File: config.mk
export PLATFORM = sky130hd
export DESIGN_NAME = pot_register_bank
export DESIGN_NICKNAME = d
export VERILOG_FILES = /design/src/hw/wiper_cell.v /design/src/hw/pot_register_bank.v
export VERILOG_INCLUDE_DIRS = /design/src /design/src/shared
export SDC_FILE = /design/constraint.sdc
export NUM_CORES = 1
export LEC_CHECK = 0
export BUFFER_PORTS_ARGS = -buffer_cell sky130_fd_sc_hd__buf_2
export CAP_MARGIN = 20
export CORE_ASPECT_RATIO = 0.5
export CORE_MARGIN = 8
export CORE_UTILIZATION = 56
export DETAILED_ROUTE_END_ITERATION = 10
export PLACE_DENSITY = 0.87
export SYNTH_ARGS = -nofsm -noshare
export SYNTH_HDL_FRONTEND = slang
export SYNTH_HIERARCHICAL = 1
export SYNTH_SLANG_ARGS = --single-unit
File: constraint.sdc
create_clock -name clk_sys -period 3.5 [get_ports clk_sys]
set_input_delay 0.525 -clock clk_sys [delete_from_list [all_inputs] [get_ports clk_sys]]
set_output_delay 0.525 -clock clk_sys [all_outputs]
set_load 0.1 [all_outputs]
File: src/shared/pot_map_regs.vh
// register map constants for the volatile potentiometer register bank
// assumes a 4-bit location address and 9-bit data on the command port
`ifndef POT_MAP_REGS_VH
`define POT_MAP_REGS_VH

`define POT_ADDR_W          4
`define POT_DATA_W          9

`define POT_LOC_WIPER0      4'h0
`define POT_LOC_WIPER1      4'h1
`define POT_LOC_TERM_CTRL   4'h4
`define POT_LOC_RSVD_STAT   4'h5

`define POT_TERM_CTRL_RST   9'h1ff
`define POT_RSVD_STAT_VAL   9'h1f7
`define POT_RSVD_OTHER_VAL  9'h000

// terminal control field positions
`define POT_TC_GENERAL_CALL_ENABLE_BIT     8
`define POT_TC_NET1_HI      7
`define POT_TC_NET1_LO      4
`define POT_TC_NET0_HI      3
`define POT_TC_NET0_LO      0
`define POT_TC_NET1_MASK    9'h0f0
`define POT_TC_NET0_MASK    9'h00f

// command opcodes from the serial protocol engine
`define POT_OP_WRITE        2'h0
`define POT_OP_READ         2'h1
`define POT_OP_INCR         2'h2
`define POT_OP_DECR         2'h3

// default full-scale code of an 8-bit network; mid-scale is half of it
`define POT_FULL_SCALE      9'h100

`endif

File: src/hw/wiper_cell.v
// one volatile wiper position register with write, step up and step down
// assumes the caller qualifies the write and step strobes with the serial-enable state
`default_nettype none
`include "pot_map_regs.vh"

module wiper_cell #(
    parameter [8:0] FULL_SCALE = `POT_FULL_SCALE
) (
    input  wire       clk_sys,      // system clock
    input  wire       rst_n,        // synchronous reset, active low
    input  wire       load_mid,     // reload mid-scale after supply recovery
    input  wire       wr_en,        // write strobe
    input  wire [8:0] wr_data,      // write value
    input  wire       incr,         // step toward terminal a
    input  wire       decr,         // step toward terminal b
    output reg  [8:0] position_q    // current wiper code
);

    localparam [8:0] MID_SCALE = {1'b0, FULL_SCALE[8:1]};

    reg [8:0] position_d;

    always @* begin
        position_d = position_q;
        if (load_mid) begin
            position_d = MID_SCALE;
        end else if (wr_en) begin
            // out-of-range writes clamp so the code never leaves the network
            position_d = (wr_data > FULL_SCALE) ? FULL_SCALE : wr_data;
        end else if (incr) begin
            if (position_q < FULL_SCALE) begin
                position_d = position_q + 9'h001;
            end
        end else if (decr) begin
            if (position_q != 9'h000) begin
                position_d = position_q - 9'h001;
            end
        end
    end

    always @(posedge clk_sys) begin
        if (!rst_n) begin
            position_q <= MID_SCALE;
        end else begin
            position_q <= position_d;
        end
    end

endmodule // wiper_cell

`default_nettype wire

File: src/hw/pot_register_bank.v
// volatile register map of a digital potentiometer with supply-trip handling
// assumes a serial protocol engine drives the command port, one command a strobe,
// and that supply_ok reports the supply above the reset trip point
//
// Functional notes
// - supply recovery reloads wipers to mid-scale
// - every reset sets terminal control to 1ff
// - below trip, serial interface ignores all traffic
// - low supply above trip still executes commands
// - sixteen locations, nine bits, four-bit address
// - wiper0 at 00, wiper1 at 01, control 04
// - location 05 always reads 1f7
// - wiper1 exists only in dual variants
// - each terminal has its own connect bit
// - control write applies when command completes
// - wiper1 lock blocks network 1 control bits
// - wiper0 lock blocks network 0 control bits
// - gc bit 8, net1 bits 7-4, net0 3-0
// - general call enable governs general call handling
`default_nettype none
`include "pot_map_regs.vh"

module pot_register_bank #(
    parameter       DUAL_NET   = 1,                 // 1: two networks, 0: one
    parameter [8:0] FULL_SCALE = `POT_FULL_SCALE    // 9'h100 8-bit, 9'h080 7-bit
) (
    input  wire       clk_sys,          // system clock, 125 MHz
    input  wire       rst_n,            // synchronous reset, active low
    input  wire       supply_ok,        // supply above reset trip point
    input  wire       cmd_valid,        // command strobe from protocol engine
    input  wire [1:0] cmd_op,           // write, read, increment, decrement
    input  wire [3:0] cmd_addr,         // location address
    input  wire [8:0] cmd_wdata,        // write data
    input  wire       cmd_done,         // serial command completed
    input  wire       gc_cmd_valid,     // general call command received
    input  wire       wiper0_lock,      // lock indication for network 0
    input  wire       wiper1_lock,      // lock indication for network 1
    output reg  [8:0] rd_data_q,        // read data
    output reg        rd_valid_q,       // read data valid pulse
    output reg        serial_en_q,      // serial interface enabled
    output reg        gc_accept_q,      // general call accepted pulse
    output reg  [8:0] wiper0_pos_q,     // network 0 wiper code
    output reg  [8:0] wiper1_pos_q,     // network 1 wiper code, zero if single
    output reg        general_call_enable_q,   // applied gc enable
    output reg        net1_shutdown_override_q, // applied network 1 override
    output reg        net1_term_a_connect_q,   // network 1 terminal a switch closed
    output reg        net1_wiper_connect_q,    // network 1 wiper switch closed
    output reg        net1_term_b_connect_q,   // network 1 terminal b switch closed
    output reg        net0_shutdown_override_q, // applied network 0 override
    output reg        net0_term_a_connect_q,   // network 0 terminal a switch closed
    output reg        net0_wiper_connect_q,    // network 0 wiper switch closed
    output reg        net0_term_b_connect_q    // network 0 terminal b switch closed
);

    // merge a control write with the current value, keeping locked nibbles
    function [8:0] merge_control;
        input [8:0] cur;
        input [8:0] wr;
        input       lock0;
        input       lock1;
        reg   [8:0] keep;
        begin
            keep = 9'h000;
            if (lock1) begin
                keep = keep | `POT_TC_NET1_MASK;
            end
            if (lock0) begin
                keep = keep | `POT_TC_NET0_MASK;
            end
            merge_control = (cur & keep) | (wr & ~keep);
        end
    endfunction

    // decode one location; true when it is implemented in this variant
    function is_wiper1;
        input [3:0] addr;
        begin
            is_wiper1 = (addr == `POT_LOC_WIPER1) && (DUAL_NET != 0);
        end
    endfunction

    reg        supply_ok_q;
    reg        load_mid_q;
    reg  [8:0] control_q;       // last write merged past the locks, as seen by reads
    reg  [8:0] control_d;
    reg  [8:0] rd_mux;
    reg        ctl_pending_q;

    wire       cmd_go   = cmd_valid && serial_en_q;
    wire       op_write = cmd_go && (cmd_op == `POT_OP_WRITE);
    wire       op_read  = cmd_go && (cmd_op == `POT_OP_READ);
    wire       op_incr  = cmd_go && (cmd_op == `POT_OP_INCR);
    wire       op_decr  = cmd_go && (cmd_op == `POT_OP_DECR);
    wire       at_w0    = (cmd_addr == `POT_LOC_WIPER0);
    wire       at_w1    = is_wiper1(cmd_addr);
    wire       at_ctl   = (cmd_addr == `POT_LOC_TERM_CTRL);
    wire [8:0] w0_pos;
    wire [8:0] w1_pos;

    // supply tracking: falling disables, rising reloads the defaults
    always @(posedge clk_sys) begin
        if (!rst_n) begin
            supply_ok_q <= 1'b0;
            serial_en_q <= 1'b0;
            load_mid_q  <= 1'b0;
        end else begin
            supply_ok_q <= supply_ok;
            // a one-cycle gap between trip rise and enable lets defaults settle
            load_mid_q  <= supply_ok && !supply_ok_q;
            serial_en_q <= supply_ok && supply_ok_q;
        end
    end

    // no voltage grading above the trip: low supply still runs commands
    wiper_cell #(
        .FULL_SCALE (FULL_SCALE)
    ) u_wiper0 (
        .clk_sys    (clk_sys),
        .rst_n      (rst_n),
        .load_mid   (load_mid_q),
        .wr_en      (op_write && at_w0),
        .wr_data    (cmd_wdata),
        .incr       (op_incr && at_w0),
        .decr       (op_decr && at_w0),
        .position_q (w0_pos)
    );

    generate
        if (DUAL_NET != 0) begin : g_dual
            wiper_cell #(
                .FULL_SCALE (FULL_SCALE)
            ) u_wiper1 (
                .clk_sys    (clk_sys),
                .rst_n      (rst_n),
                .load_mid   (load_mid_q),
                .wr_en      (op_write && at_w1),
                .wr_data    (cmd_wdata),
                .incr       (op_incr && at_w1),
                .decr       (op_decr && at_w1),
                .position_q (w1_pos)
            );
        end else begin : g_single
            assign w1_pos = 9'h000;
        end
    endgenerate

    // staged terminal control value
    always @* begin
        control_d = control_q;
        if (load_mid_q) begin
            control_d = `POT_TERM_CTRL_RST;
        end else if (op_write && at_ctl) begin
            control_d = merge_control(control_q, cmd_wdata, wiper0_lock, wiper1_lock);
        end
    end

    always @(posedge clk_sys) begin
        if (!rst_n) begin
            control_q     <= `POT_TERM_CTRL_RST;
            ctl_pending_q <= 1'b0;
        end else begin
            control_q     <= control_d;
            if (load_mid_q) begin
                ctl_pending_q <= 1'b0;
            end else if (op_write && at_ctl) begin
                ctl_pending_q <= 1'b1;
            end else if (cmd_done) begin
                ctl_pending_q <= 1'b0;
            end
        end
    end

    // read multiplexer; every unimplemented location answers a constant
    always @* begin
        case (cmd_addr)
            `POT_LOC_WIPER0:    rd_mux = w0_pos;
            `POT_LOC_TERM_CTRL: rd_mux = control_q;
            `POT_LOC_RSVD_STAT: rd_mux = `POT_RSVD_STAT_VAL;
            default:            rd_mux = `POT_RSVD_OTHER_VAL;
        endcase
        if (at_w1) begin
            rd_mux = w1_pos;
        end
    end

    always @(posedge clk_sys) begin
        if (!rst_n) begin
            rd_data_q  <= 9'h000;
            rd_valid_q <= 1'b0;
        end else begin
            rd_valid_q <= op_read;
            if (op_read) begin
                rd_data_q <= rd_mux;
            end
        end
    end

    // wiper outputs mirror the cells through one register stage
    always @(posedge clk_sys) begin
        if (!rst_n) begin
            wiper0_pos_q <= {1'b0, FULL_SCALE[8:1]};
            wiper1_pos_q <= (DUAL_NET != 0) ? {1'b0, FULL_SCALE[8:1]} : 9'h000;
        end else begin
            wiper0_pos_q <= w0_pos;
            wiper1_pos_q <= w1_pos;
        end
    end

    // switches move only at command completion, reset or supply reload so a half-done frame
    // never glitches the analog terminals
    always @(posedge clk_sys) begin
        if (!rst_n || load_mid_q) begin
            general_call_enable_q    <= 1'b1; // gc enable bit of the reset value
            net1_shutdown_override_q <= 1'b1;
            net1_term_a_connect_q    <= 1'b1;
            net1_wiper_connect_q     <= 1'b1;
            net1_term_b_connect_q    <= 1'b1;
            net0_shutdown_override_q <= 1'b1;
            net0_term_a_connect_q    <= 1'b1;
            net0_wiper_connect_q     <= 1'b1;
            net0_term_b_connect_q    <= 1'b1;
        end else if (cmd_done && ctl_pending_q && serial_en_q) begin
            general_call_enable_q    <= control_q[`POT_TC_GENERAL_CALL_ENABLE_BIT];
            net1_shutdown_override_q <= control_q[7];
            net1_term_a_connect_q    <= control_q[6];
            net1_wiper_connect_q     <= control_q[5];
            net1_term_b_connect_q    <= control_q[4];
            net0_shutdown_override_q <= control_q[3];
            net0_term_a_connect_q    <= control_q[2];
            net0_wiper_connect_q     <= control_q[1];
            net0_term_b_connect_q    <= control_q[0];
        end
    end

    // general call acted on only while enabled and the interface is live
    always @(posedge clk_sys) begin
        if (!rst_n) begin
            gc_accept_q <= 1'b0;
        end else begin
            gc_accept_q <= gc_cmd_valid && serial_en_q && general_call_enable_q;
        end
    end

endmodule // pot_register_bank

`default_nettype wire

=== After elaboration in Yosys (flattened, before gate mapping) ===
Index checks and enable logic that the tools add are counted.

* $add $sub $neg: 4
* Order comparisons: 3
* Equality and inequality tests: 8
* Mux-type cells: 19
* Bitwise operators: 5
* Reduce and logical (&&, ||, !) cells: 33

{| class="wikitable"
|+ Operators by type and width
! kind !! count
|-
| 2-to-1 mux 9 bit || 14
|-
| one-hot mux 9 bit (3 select lines) || 1
|-
| adder 9 x 1 -> 9 bit, second input constant || 2
|-
| AND 9 bit || 2
|-
| logical AND 1 bit || 18
|-
| < comparator 9 bit, second input constant || 2
|-
| nonzero test 9 bit || 2
|-
| subtractor 9 x 1 -> 9 bit, second input constant || 2
|-
| nonzero test 3 bit || 4
|-
| greater-than comparator 9 bit, second input constant || 1
|-
| NOT 9 bit || 1
|-
| bitwise OR 9 bit || 1
|-
| equality test 4 x 3 -> 1 bit, second input constant || 2
|-
| 2-to-1 mux 8 bit || 1
|-
| != test 3 x 2 -> 1 bit, second input constant || 2
|-
| AND reduction 3 bit || 2
|-
| equality test 2 bit, second input constant || 2
|-
| equality test 4 x 1 -> 1 bit, second input constant || 1
|-
| logical NOT 4 bit || 1
|-
| 2-to-1 mux 4 bit || 1
|-
| equality test 2 x 1 -> 1 bit, second input constant || 1
|-
| logical NOT 1 bit || 2
|-
| logical NOT 2 bit || 1
|-
| 2-to-1 mux 1 bit || 2
|-
| other kinds (4) || 4
|}

* Register bits: 69
* Output and inout port bits: 39
* Logic and storage cells: 93

=== Depth between registers and ports, before layout ===
* Depth after elaboration: 8
* Mapped depth: 11

=== Cells and area by module ===
Netlist, hierarchy kept.

{| class="wikitable"
|+ By module, submodules not included
! module !! times used !! cells an instance !! area each (um2) !! sequential area each (um2)
|-
| pot_register_bank || 1 || 203 || 1,945.6 || 1,021.0
|-
| wiper_cell || 2 || 109 || 887.1 || 180.2
|}

=== Least setup slack after synthesis ===
No wires, ideal clock.

* Kind: reg2reg
* From: reg serial_en_q
* To: reg g_dual.u_wiper1.position_q[5]
* Data arrival time: 3,334 ps
* Required time: 3,420 ps
* Slack: 86 ps
* Cell stages (with the launch flop): 9
* Clock period less this slack: 3,414 ps
* Cell sequence: dfxtp_1 -> nand3_1 -> nor3_1 -> inv_1 -> ha_1 -> buf_2 -> or4b_2 -> o2111a_1 -> a211oi_2

* Word-level cells in the longest chain between the ends: 5
* Elaborated cells on any way between the ends: 13
* Those cells by class: eq/ne: 1; mux: 2; reduce/logical: 10

{| class="wikitable"
|+ Ends and longest elaborated chain
! what !! RTL line !! text
|-
| start: declaration || pot_register_bank.v:40 || <nowiki>output reg serial_en_q,</nowiki>
|-
| start signal: assignment || pot_register_bank.v:110 || <nowiki>serial_en_q <= supply_ok && supply_ok_q;</nowiki>
|-
| logical AND 1 bit (*) || pot_register_bank.v:89 || <nowiki>wire cmd_go = cmd_valid && serial_en_q;</nowiki>
|-
| logical AND 1 bit (on tied branches) || pot_register_bank.v:92, pot_register_bank.v:90, pot_register_bank.v:93 ||
|-
| logical AND 1 bit (on tied branches) || pot_register_bank.v:138, pot_register_bank.v:136, pot_register_bank.v:139 ||
|-
| != test 3 x 2 -> 1 bit (no line), or another cell as far along || n/a ||
|-
| AND reduction 3 bit (no line) or 2-to-1 mux 9 bit (tied branches) || n/a ||
|-
| end signal: assignment || wiper_cell.v:45 || <nowiki>position_q <= position_d;</nowiki>
|-
| end: declaration || wiper_cell.v:16 || <nowiki>output reg [8:0] position_q</nowiki>
|}

Mark *: on every way between the ends. The rest lies on a longest branch, timed or not.
A chain may end at the register's enable or synchronous reset.

=== Worst setup path in the final report ===
* From: in cmd_addr[1]
* To: reg u_wiper0.position_q[5]

* Word-level cells in the longest chain between the ends: 4
* Elaborated cells on any way between the ends: 10
* Those cells by class: eq/ne: 1; mux: 2; reduce/logical: 7

{| class="wikitable"
|+ Ends and longest elaborated chain
! what !! RTL line !! text
|-
| start: declaration || pot_register_bank.v:32 || <nowiki>input wire [3:0] cmd_addr,</nowiki>
|-
| logical NOT 4 bit (*) || n/a ||
|-
| logical AND 1 bit (on tied branches) || pot_register_bank.v:123, pot_register_bank.v:121, pot_register_bank.v:124 ||
|-
| != test 3 x 2 -> 1 bit (no line), or another cell as far along || n/a ||
|-
| AND reduction 3 bit (no line) or 2-to-1 mux 9 bit (tied branches) || n/a ||
|-
| end signal: assignment || wiper_cell.v:45 ||
|-
| end: declaration || wiper_cell.v:16 ||
|}

Marked as above.

==> impl_metrics.env <==
export IMPL_drcViolationCount=0
export IMPL_cts_sinks=69
export IMPL_ys_async_sr_fraction=0
export IMPL_dp_cells=560
export IMPL_antenna_found_initial=0
export IMPL_stdcell_count=576
export IMPL_synthDistinctLibCells=52
export IMPL_switching_power_uw=419
export IMPL_ant_nets=0
export IMPL_fin_ws_ps=597
export IMPL_grt_use_total=0.212
export IMPL_h_tree_depth=3
export IMPL_hpwlAfterDp_um=7240
export IMPL_critPathArrivalTime_ps=3150
export IMPL_power_density_nw_per_um2=409
export IMPL_die_h_um=73.6
export IMPL_wl_per_cell_um=17.7
export IMPL_p_clk_frac=0.509
export IMPL_synthFlopType="dfxtp_1"
export IMPL_finalHoldViolations=0
export IMPL_slew_headroom=0.361
export IMPL_grt_pass1_vias=3247
export IMPL_fillers=500
export IMPL_ys_seq_area_frac=0.371
export IMPL_intPower_uw=1380
export IMPL_post_cts_buffers=0
export IMPL_detail_route_vias_per_cell=6.06
export IMPL_drtPass1Iterations=5
export IMPL_maxCapViolations=0
export IMPL_ff2ff_setup_slack_ps=620
export IMPL_setup_viol=0
export IMPL_synth_seq_cells=69
export IMPL_synth_area_um2=3720
export IMPL_worstReg2RegStart="serial_en_q$_SDFF_PN0_"
export IMPL_reg2regPathDepth=7
export IMPL_crit_required_ps=3750
export IMPL_drt_iter0_markers=364
export IMPL_grt_max_degree=36
export IMPL_cp_start_kind="primary input"
export IMPL_period_share=0.829
export IMPL_cts_tree="yes"
export IMPL_finalPower_uw=1800
export IMPL_cts_resized=0
export IMPL_tightest_slew_ps=956
export IMPL_area_growth_pct=18.1
export IMPL_wl_um=10200
export IMPL_nNetsFinal=518
export IMPL_seq_power_share=0.441
export IMPL_numCtsBuffers=9
export IMPL_ios=62
export IMPL_setup_tns_ps=0
export IMPL_fmax_mhz=344
export IMPL_die_x_um=131
export IMPL_p_sw_frac=0.233
export IMPL_dpl_instance_area_um2=4100
export IMPL_place_ws_ps=321
export IMPL_startpoint="cmd_addr[1]"
export IMPL_avgSynthCellArea_um2=8.84
export IMPL_overflow=0
export IMPL_outcome="completed"
export IMPL_min_period_ps=2900
export IMPL_holdCritPathClass="reg -> reg"
export IMPL_power_leakage_uw=0.00188
export IMPL_num_antenna_cells=0
export IMPL_pwr_share_comb=0.050
export IMPL_rsz0062_at_grt="no"
export IMPL_synth_edff_count=0
export IMPL_ys_warn_count=6
export IMPL_path_class="in -> reg"
export IMPL_core_area_um2=6540
export IMPL_initial_core_util=0.569
export IMPL_drive_above_1_share=0.231
export IMPL_synthCells=421
export IMPL_clock_path_buffers=2
export IMPL_clk_pin_slew_ps=60
export IMPL_grt_pass1_wl_um=16400
export IMPL_skew_ps=5.44
export IMPL_vdd_drop_max_uv=237
export IMPL_via_count=3491
export IMPL_final_max_slew_viol_count=0
export IMPL_place_congestion=0.919
export IMPL_die_area_um2=9660
export IMPL_reg2reg_to="u_wiper0/position_q[5]$_SDFFE_PP0P_"
export IMPL_critPathMaxFanout=9
export IMPL_final_area_um2=4390
export IMPL_io_buffers=61
export IMPL_hold_buffers=0
export IMPL_cts_root_buf="clkbuf_16"
export IMPL_crit_path_end="u_wiper0/position_q[5]$_SDFFE_PP0P_"
export IMPL_rows=21
export IMPL_clkLatencyLatePin_ps=330
export IMPL_worst_setup_path_end_kind="flop"
export IMPL_syn_nets=460
-- synth_stat cells, drive strengths merged (6+ instances only) --
cell type  instances  area share
a21oi             27       0.036
nor2b              9       0.015
ha                14       0.047
nand2             24       0.024
nand2b            12       0.020
nor4               6       0.017
or3                6       0.013
a211oi             8       0.022
o21ai             20       0.027
mux2               9       0.027
dfxtp             69        0.37
buf               10       0.015
a21o               6       0.012
nor3b              6       0.012
nand3b            11       0.022
nand3             19       0.026
clkbuf            11       0.011
a22oi              8       0.016
inv               12       0.012
and2              20       0.034
nor2              31       0.031
nor3              20       0.030
-- cell type report --
class | count | area [µm²] | share of cell area
sequential | 69 | 1380 | 0.314
clock inverter | 6 | 70.1 | 0.0159
inverter | 12 | 45.0 | 0.0103
tap | 92 | 115 | 0.0262
multi-input combinational | 319 | 2200 | 0.500
clock buffer | 10 | 229 | 0.0521
timing repair buffer | 68 | 358 | 0.0814
-- logic make-up after synthesis --
logic type                 Yosys count  share of synthesized area
DFF                                 69                      0.371
adders and majority gates           16                     0.0579
AOI/OAI and AO/OA                  101                      0.190
muxes                               13                     0.0380
buffers and inverters               33                     0.0383
xor gates and xnor gates             4                    0.00942
and+or+nand+nor                    185                      0.295
-- layout by cell type (no fill, tap or decap), drive strengths merged, types with 9 or more instances in the layout --
master	n
nand2b	12
nor2	31
a21oi	27
dfxtp	69
nor2b	9
nor3	20
nand3	19
mux2	9
and2	20
buf	68
nand2	24
o21ai	20
ha	14
inv	14
clkbuf	10
nand3b	11
-- per-stage QoR --
step / util / hold WS [ps]
2_1_floorplan: - / 384
3_3_place_gp: 0.626 / 401
3_5_place_dp: 0.626 / 402
4_1_cts: 0.672 / 407
5_1_grt: 0.672 / 431
6_report: 0.672 / 424
-- layer usage --
metal | share of wire | GRT usage | up-vias
li1 | - | - | 1667
met1 | 0.44 | 0.268 | 1643
met2 | 0.46 | 0.340 | 153
met3 | 0.077 | 0.0587 | 28
met4 | 0.026 | 0.0858 | 0
met5 | 0 | 0 | -
-- power groups by stage --
stage               clock (µW)  sequential, µW  combinational [µW]
floorplan                    0             817                42.2
global placement             0             808                86.0
detailed placement           0             808                87.7
CTS                        913             791                88.8
global route               961             791                96.2
finish                     914             791                90.4
-- how the worst min path moves through the flow --
stage	cells past startpoint	slack, ps	end	from
after floorplan	1	380	load_mid_q$_SDFF_PN0_	supply_ok_q$_SDFF_PN0_
after global placement	1	400	load_mid_q$_SDFF_PN0_	supply_ok_q$_SDFF_PN0_
after detailed placement	1	400	load_mid_q$_SDFF_PN0_	supply_ok_q$_SDFF_PN0_
after CTS	1	410	load_mid_q$_SDFF_PN0_	supply_ok_q$_SDFF_PN0_
after global routing	2	430	supply_ok_q$_SDFF_PN0_	supply_ok
final	1	420	load_mid_q$_SDFF_PN0_	supply_ok_q$_SDFF_PN0_
-- critical path, stage by stage --
cell      delay, ps
buf_2           140
nor3_2          210
nand2b_1        130
nor3_1          320
inv_1           250
ha_1            490
or4b_2          610
o2111a_1        260
a211oi_2        200
Power figures use the tool's default switching activity.
